[src/srac_regs.vh]
// Purpose: constants for the service request acknowledge chain block
// Assumes: included by srac_service_request_ack_chain.v only
// Notes:   register indices are seven-bit chip addresses
`ifndef SRAC_REGS_VH
`define SRAC_REGS_VH

// Register indices on the address pins
`define SRAC_IDX_GLOBAL_VECTOR  7'h40
`define SRAC_IDX_REQUEST_STATUS 7'h41
`define SRAC_IDX_RX_ACK         7'h42
`define SRAC_IDX_TX_ACK         7'h43
`define SRAC_IDX_MODEM_ACK      7'h44

// Reset values
`define SRAC_GVR_RESET          8'h00

// Field positions
`define SRAC_GVR_ID_MSB         7
`define SRAC_GVR_ID_LSB         3
`define SRAC_ID_WIDTH           5
`define SRAC_STAT_OWN_LSB       0
`define SRAC_STAT_EXT_LSB       3

// Request type codes placed in vector bits 2..0
`define SRAC_CODE_NONE          3'h0
`define SRAC_CODE_MODEM         3'h1
`define SRAC_CODE_TX            3'h2
`define SRAC_CODE_RX            3'h3

// Synchroniser depth for pin inputs
`define SRAC_SYNC_STAGES        3
`endif

[src/srac_service_request_ack_chain.v]
// Purpose: service request outputs, acknowledge chain and vector readback
// Assumes: host bus pins are asynchronous to sys_clk; request sources
//          (rx/tx/modem pending) come from logic on sys_clk
// Notes:   open-drain pins are split into out and enable signals
// Operation
// - Three request pins are open-drain, only ever pulled low.
// - Upper five vector bits hold programmable identity, returned in each ack.
// - Ack in plus data strobe with chip select idle is a hardware ack cycle.
// - Reading an ack register acknowledges the request and returns the vector.
// - Vector bits two to zero carry the type of request acknowledged.
// - Ack register read, none pending, chaining on: assert ack out.
// - Ack register read, none pending, chaining off: low bits read zero.
// - Hardware ack cycles acknowledge as register reads do; with none pending they assert ack out even with chaining off.
// - Status register: three own request bits, three wired-OR line bits.
// - Hardware ack with own request pending drives vector onto data bus.
`timescale 1ns/1ps
`include "srac_regs.vh"

module srac_service_request_ack_chain (
    input  wire       sys_clk,
    input  wire       rst_b,
    input  wire       chipSel_n,
    input  wire       data_strobe_n,
    input  wire       readNotWrite,
    input  wire [6:0] addr,
    input  wire [7:0] wrData,
    input  wire       ack_chain_in_n,
    input  wire       chainEnable,
    input  wire       rxPending,
    input  wire       txPending,
    input  wire       modemPending,
    input  wire       rxReqLineIn,
    input  wire       txReqLineIn,
    input  wire       modemReqLineIn,
    output reg        rxReqLineOut,
    output reg        rxReqLineOe,
    output reg        txReqLineOut,
    output reg        txReqLineOe,
    output reg        modemReqLineOut,
    output reg        modemReqLineOe,
    output reg        ack_chain_out_n,
    output reg  [7:0] rdData,
    output reg        rdDataOe,
    output reg        rxAck,
    output reg        txAck,
    output reg        modemAck,
    output reg  [4:0] deviceId
);

    localparam PIN_W = 23;
    localparam [1:0] ST_IDLE  = 2'd0;
    localparam [1:0] ST_DRIVE = 2'd1;
    localparam [1:0] ST_PASS  = 2'd2;
    localparam [1:0] ST_HOLD  = 2'd3;

    // Reset release
    reg  [1:0]       rstSync;
    wire             rstN = rstSync[1];

    always @(posedge sys_clk or negedge rst_b) begin
        if (!rst_b) begin
            rstSync <= 2'b00;
        end else begin
            rstSync <= {rstSync[0], 1'b1};
        end
    end

    // Pin synchronisers, a change counts once stages two and three agree
    wire [PIN_W-1:0] pinRaw = {modemReqLineIn, txReqLineIn, rxReqLineIn,
                               ack_chain_in_n, wrData, addr, readNotWrite,
                               data_strobe_n, chipSel_n};
    reg  [PIN_W-1:0] sync1;
    reg  [PIN_W-1:0] sync2;
    reg  [PIN_W-1:0] sync3;
    reg  [PIN_W-1:0] pinQ;

    always @(posedge sys_clk or negedge rstN) begin
        if (!rstN) begin
            sync1 <= {PIN_W{1'b1}};
            sync2 <= {PIN_W{1'b1}};
            sync3 <= {PIN_W{1'b1}};
        end else begin
            sync1 <= pinRaw;
            sync2 <= sync1;
            sync3 <= sync2;
        end
    end

    genvar gi;
    generate
        for (gi = 0; gi < PIN_W; gi = gi + 1) begin : gFilt
            always @(posedge sys_clk or negedge rstN) begin
                if (!rstN) begin
                    pinQ[gi] <= 1'b1;
                end else if (sync2[gi] == sync3[gi]) begin
                    pinQ[gi] <= sync3[gi];
                end
            end
        end
    endgenerate

    wire       csAct    = ~pinQ[0];
    wire       dsAct    = ~pinQ[1];
    wire       isRead   = pinQ[2];
    wire [6:0] addrQ    = pinQ[9:3];
    wire [7:0] wrDataQ  = pinQ[17:10];
    wire       ackInAct = ~pinQ[18];
    wire [2:0] extReq   = ~pinQ[21:19];

    wire hwAckCyc = ackInAct & dsAct & ~csAct;
    wire cpuCyc   = csAct & dsAct & ~ackInAct;
    reg  [1:0] state;
    reg  [7:0] globalVector;
    wire       startHw  = (state == ST_IDLE) & hwAckCyc;
    wire       startCpu = (state == ST_IDLE) & cpuCyc;

    // Ack register index to type code, none for other addresses
    function [2:0] ackCodeOf;
        input [6:0] a;
        begin
            case (a)
                `SRAC_IDX_RX_ACK:    ackCodeOf = `SRAC_CODE_RX;
                `SRAC_IDX_TX_ACK:    ackCodeOf = `SRAC_CODE_TX;
                `SRAC_IDX_MODEM_ACK: ackCodeOf = `SRAC_CODE_MODEM;
                default:             ackCodeOf = `SRAC_CODE_NONE;
            endcase
        end
    endfunction

    wire [2:0] swCode = ackCodeOf(addrQ);
    wire       swPend = (swCode == `SRAC_CODE_RX    & rxPending) |
                        (swCode == `SRAC_CODE_TX    & txPending) |
                        (swCode == `SRAC_CODE_MODEM & modemPending);
    // Hardware ack takes highest pending type: rx, then tx, then modem
    wire [2:0] hwCode = rxPending ? `SRAC_CODE_RX :
                        txPending ? `SRAC_CODE_TX :
                        modemPending ? `SRAC_CODE_MODEM : `SRAC_CODE_NONE;
    wire       anyPend = rxPending | txPending | modemPending;
    wire [2:0] code    = startHw ? hwCode : swCode;
    // Identity in upper bits, type code in low bits
    wire [7:0] vector  = {globalVector[`SRAC_GVR_ID_MSB:`SRAC_GVR_ID_LSB],
                          code};
    wire [7:0] statusWord = {2'b00, extReq, modemPending, txPending,
                             rxPending};

    always @(posedge sys_clk or negedge rstN) begin
        if (!rstN) begin
            state           <= ST_IDLE;
            globalVector    <= `SRAC_GVR_RESET;
            rdData          <= 8'h00;
            rdDataOe        <= 1'b0;
            ack_chain_out_n <= 1'b1;
            rxAck           <= 1'b0;
            txAck           <= 1'b0;
            modemAck        <= 1'b0;
        end else begin
            rxAck    <= 1'b0;
            txAck    <= 1'b0;
            modemAck <= 1'b0;
            case (state)
                ST_IDLE: begin
                    if (startHw) begin
                        if (anyPend) begin
                            // Drive vector, ack same as read
                            rdData   <= vector;
                            rdDataOe <= 1'b1;
                            rxAck    <= (hwCode == `SRAC_CODE_RX);
                            txAck    <= (hwCode == `SRAC_CODE_TX);
                            modemAck <= (hwCode == `SRAC_CODE_MODEM);
                            state    <= ST_DRIVE;
                        end else begin
                            ack_chain_out_n <= 1'b0;
                            state           <= ST_PASS;
                        end
                    end else if (startCpu && !isRead) begin
                        if (addrQ == `SRAC_IDX_GLOBAL_VECTOR) begin
                            globalVector <= wrDataQ;
                        end
                        state <= ST_HOLD;
                    end else if (startCpu && swCode != `SRAC_CODE_NONE) begin
                        if (swPend) begin
                            rdData   <= vector;
                            rdDataOe <= 1'b1;
                            rxAck    <= (swCode == `SRAC_CODE_RX);
                            txAck    <= (swCode == `SRAC_CODE_TX);
                            modemAck <= (swCode == `SRAC_CODE_MODEM);
                            state    <= ST_DRIVE;
                        end else if (chainEnable) begin
                            // Nothing here, hand on down the chain
                            ack_chain_out_n <= 1'b0;
                            state           <= ST_PASS;
                        end else begin
                            rdData   <= {vector[7:3], `SRAC_CODE_NONE};
                            rdDataOe <= 1'b1;
                            state    <= ST_DRIVE;
                        end
                    end else if (startCpu) begin
                        rdData   <= (addrQ == `SRAC_IDX_REQUEST_STATUS) ?
                                    statusWord :
                                    (addrQ == `SRAC_IDX_GLOBAL_VECTOR) ?
                                    globalVector : 8'h00;
                        rdDataOe <= 1'b1;
                        state    <= ST_DRIVE;
                    end
                end
                ST_DRIVE, ST_PASS, ST_HOLD: begin
                    // Cycle ends when the strobe drops
                    if (!dsAct) begin
                        rdDataOe        <= 1'b0;
                        ack_chain_out_n <= 1'b1;
                        state           <= ST_IDLE;
                    end
                end
                default: begin
                    state <= ST_IDLE;
                end
            endcase
        end
    end

    // Open-drain request pins, only ever pull low
    always @(posedge sys_clk or negedge rstN) begin
        if (!rstN) begin
            rxReqLineOut    <= 1'b0;
            txReqLineOut    <= 1'b0;
            modemReqLineOut <= 1'b0;
            rxReqLineOe     <= 1'b0;
            txReqLineOe     <= 1'b0;
            modemReqLineOe  <= 1'b0;
            deviceId        <= 5'h00;
        end else begin
            rxReqLineOut    <= 1'b0;
            txReqLineOut    <= 1'b0;
            modemReqLineOut <= 1'b0;
            rxReqLineOe     <= rxPending;
            txReqLineOe     <= txPending;
            modemReqLineOe  <= modemPending;
            deviceId <= globalVector[`SRAC_GVR_ID_MSB:`SRAC_GVR_ID_LSB];
        end
    end

endmodule // srac_service_request_ack_chain

[config.mk]
export PLATFORM = sky130hd
export DESIGN_NAME = srac_service_request_ack_chain
export DESIGN_NICKNAME = d
export VERILOG_FILES = /design/src/srac_service_request_ack_chain.v
export VERILOG_INCLUDE_DIRS = /design/src
export SDC_FILE = /design/constraint.sdc
export NUM_CORES = 1
export LEC_CHECK = 0
export ABC_AREA = 1
export BUFFER_PORTS_ARGS = -buffer_cell sky130_fd_sc_hd__buf_2
export CAP_MARGIN = 20
export CELL_PAD_IN_SITES_DETAIL_PLACEMENT = 0
export CELL_PAD_IN_SITES_GLOBAL_PLACEMENT = 1
export CORE_MARGIN = 2
export CORE_UTILIZATION = 42
export DETAILED_ROUTE_END_ITERATION = 8
export GPL_TIMING_DRIVEN = 0
export PLACE_DENSITY_LB_ADDON = 0.1
export SLEW_MARGIN = 20
export SYNTH_ARGS = -nofsm -noshare
export SYNTH_HDL_FRONTEND = slang
export SYNTH_SLANG_ARGS = --single-unit
export TNS_END_PERCENT = 5
[constraint.sdc]
create_clock -name sys_clk -period 3.7 [get_ports sys_clk]
set_input_delay 0.37 -clock sys_clk [delete_from_list [all_inputs] [get_ports sys_clk]]
set_output_delay 0.37 -clock sys_clk [all_outputs]
set_load 0.005 [all_outputs]
==> summary.txt <==
FF-to-FF End: rdData[4]$_DFFE_PN0P_
Post-route DRC: 0
Synth area leader: dfstp_2
Final Cycle Share: 45.8%
maximum clock rate: 0.590 GHz
Initial Util: 42.6%
Die Span X: 106 um
post-synthesis sequential area ratio: 72.3%
uppermost layer routed: met4
R2R setup slack: 2010 ps
RR Startpoint: addrQ[1]$_DFFE_PN1N_
port bufs: 48
Critical Path End Type: flip-flop
H-Tree Depth: 4
num ports: 52
Routed Antenna Nets: 0
max-cap viol count: 0
CP Class: reg2reg
TritonCTS clock tree: done
CP startpoint: addrQ[1]$_DFFE_PN1N_
met3 wire len: 233 um
ys async rst share: 100%
endpoints failing hold: 0
clock sinks: 121
RePlAce Congestion: 0.814
Setup Viol. Count Final: 0
met1 WL: 3470 um
vias: 2527
# Post-CTS Setup Buffers: 0
Avg Cell Area, Syn: 13.0 um^2
top_reg_cell synth: dfstp_2
hold slack: 59.4 ps
P per Cell Area: 617 nW/um^2
Max clock buf depth: 2
number of nets in the layout: 456
DRT Wirelength: 7040 um
vias per cell: 4.38
Final Max Tran Viols: 0
Synth top area share: 53.9%
Tightest Hold Check Type: in2reg
first-pass GRT wire length: 12200 um
Fill cells: 874
total area of sequential cells: 3140 um^2
num rows: 37
multi-input logic area: 1040 um^2
initial antenna violation count: 0
die area: 11200 um^2
Worst Path Required: 4080 ps
status: complete, no violations
Post-synth EDFFs: 0
maximum vdd drop: 0.319 mV
number of synthesized register bits: 121
largest net degree at the start of global routing: 46
Die Y: 106 um
Period minus WS final: 1690 ps
GRT Residual Overflow: 0
RSZ-0062 raised after global routing: false
placed insts: 522
YS warnings: 0
leak pwr: 2.59 nW
total CTS buffers: 17
Layout Area Growth over Synthesis: 29.5%
filler-free cell count of the finished design: 577
CTS Root Cell: clkbuf_8
Pre-antenna DRT Iters: 4
post-synth cell types: 31
worst setup path end: rdData[4]$_DFFE_PN0P_
clk_lat worst skew: 500 ps
crit path DAT: 2080 ps
startpoint type of the worst setup path: flip-flop
cell area after synthesis: 4340 um^2
Reg2Reg Depth: 11
Max FO, Critical Path: 7
Hold Path Stages: 1
share of cells above drive strength 1: 48.1%
total power: 3.47 mW
vias in the first global route: 2571
Clk pin slew, worst setup/hold paths: 60 ps
Diodes inserted: 0
DRT iter0 DRCs: 78
Worst Skew: 8.66 ps
Syn Inst Count: 334
final core occ: 55.2%
most frequent cell after synthesis: dfstp_2
post-CTS sizing: 0
Total GRT Usage: 14.1%
wire length per cell: 12.2 um
HPWL Detailed: 4720 um
core footprint: 10200 um^2
commonest cells in the netlist: 89 x dfstp_2, 60 x nand2_1, 32 x dfrtp_1, 25 x inv_1, 22 x maj3_1
met2 wire len: 3300 um
Synth area leaders: dfstp_2 54%, dfrtp_1 18%, nand2_1 5.2%
[logic make-up (layout without fill, tap and decap cells)]
logic type / Yosys count / after routing / share of synthesized area (%)
and+or+nand+nor: 129 / 129 / 15.5
DFF: 121 / 121 / 72.3
buffers and inverters: 37 / 142 / 3.95
AOI/OAI and AO/OA: 23 / 23 / 2.97
adders and majority gates: 22 / 22 / 5.07
other: 2 / 4 / 0.173
[placed cells by master, fill, tap and decap left out, types with 2 or more instances in the layout]
cell           count
maj3_1            22
nor2_1            19
inv_1             25
clkinv_4           2
nand2_1           60
o21ai_0           12
nand4_4            2
inv_4              2
buf_12             3
nor2_4             3
inv_6              4
nand3_1           18
inv_2              5
nand4_1            5
clkbuf_8           2
inv_8              2
nand2_2           14
nor2_2             3
buf_2             50
bufinv_16          2
buf_4              3
dfrtp_1           31
clkbuf_16         16
conb_1             4
o21ai_1            5
clkinvlp_4         2
dfstp_2           89
dlygate4sd3_1     23
[state kept, by name, summed over array words and instances, names as in the netlist]
register,cells
ack_chain_out_n,1
addrQ,7
deviceId,5
globalVector,8
isRead,1
modemAck,1
modemReqLineOe,1
pinQ,14
rdData,8
rdDataOe,1
rstSync,2
rxAck,1
rxReqLineOe,1
state,2
sync1,22
sync2,22
sync3,22
txAck,1
txReqLineOe,1
[report_power, final]
part / total (mW) / switching (mW) / internal [mW]
logic: 0.319 / 0.181 / 0.138
registers: 1.54 / 0.0717 / 1.47
clock network: 1.61 / 0.614 / 0.994
[final cells by class]
class | count | share of cell area (%)
repair buffers | 73 | 9.08
well taps | 136 | 3.03
clock inverters | 14 | 2.87
multi-input cells | 178 | 18.5
inverters | 31 | 2.11
clock buffers | 18 | 7.61
plain buffers | 6 | 0.935
flip-flops and latches | 121 | 55.9
[per-stage QoR]
step | TNS [ps] | setup slack (ps) | cell area (um^2)
after CTS | 0 | 2000 | 5620
after floorplan | 0 | 235 | 4350
after global routing | 0 | 1820 | 5620
after global placement | -30040 | -1000 | 4760
after detailed placement | 0 | 2030 | 4800
final | 0 | 2010 | 5620
[repair_timing]
| item | in CTS | in global routing |
|---|---|---|
| hold buffers | 23 | 0 |
| endpoints found under the setup margin | 0 | 0 |
| endpoints found under the hold margin | 24 | 0 |
[routing by layer]
layer	GRT usage, %	up-vias
met5	0	-
met4	5.36	0
met3	4.51	2
li1	-	1256
met1	19.2	1221
met2	21.2	48
[critical path, stage by stage (launching register included)]
cell,delay (ps)
dfstp_2,590
inv_1,90
nand2_1,60
nand2_1,60
nand3_1,150
nand2_1,110
nand2_2,120
nand3_2,140
nand2_1,100
nand2_1,50
nand2_1,60
nand2_1,40
[how the worst min path moves through the flow]
stage / from / end / slack (ps)
2_1_floorplan: rst_b / rstSync[0]$_DFF_PN0_ / 70
3_3_place_gp: rst_b / rstSync[0]$_DFF_PN0_ / 160
3_5_place_dp: rst_b / rstSync[0]$_DFF_PN0_ / 160
4_1_cts: modemPending / modemReqLineOe$_DFF_PN0_ / 40
5_1_grt: modemPending / modemReqLineOe$_DFF_PN0_ / 40
6_report: modemPending / modemReqLineOe$_DFF_PN0_ / 60
No activity file was read; power rests on OpenSTA's default activity.
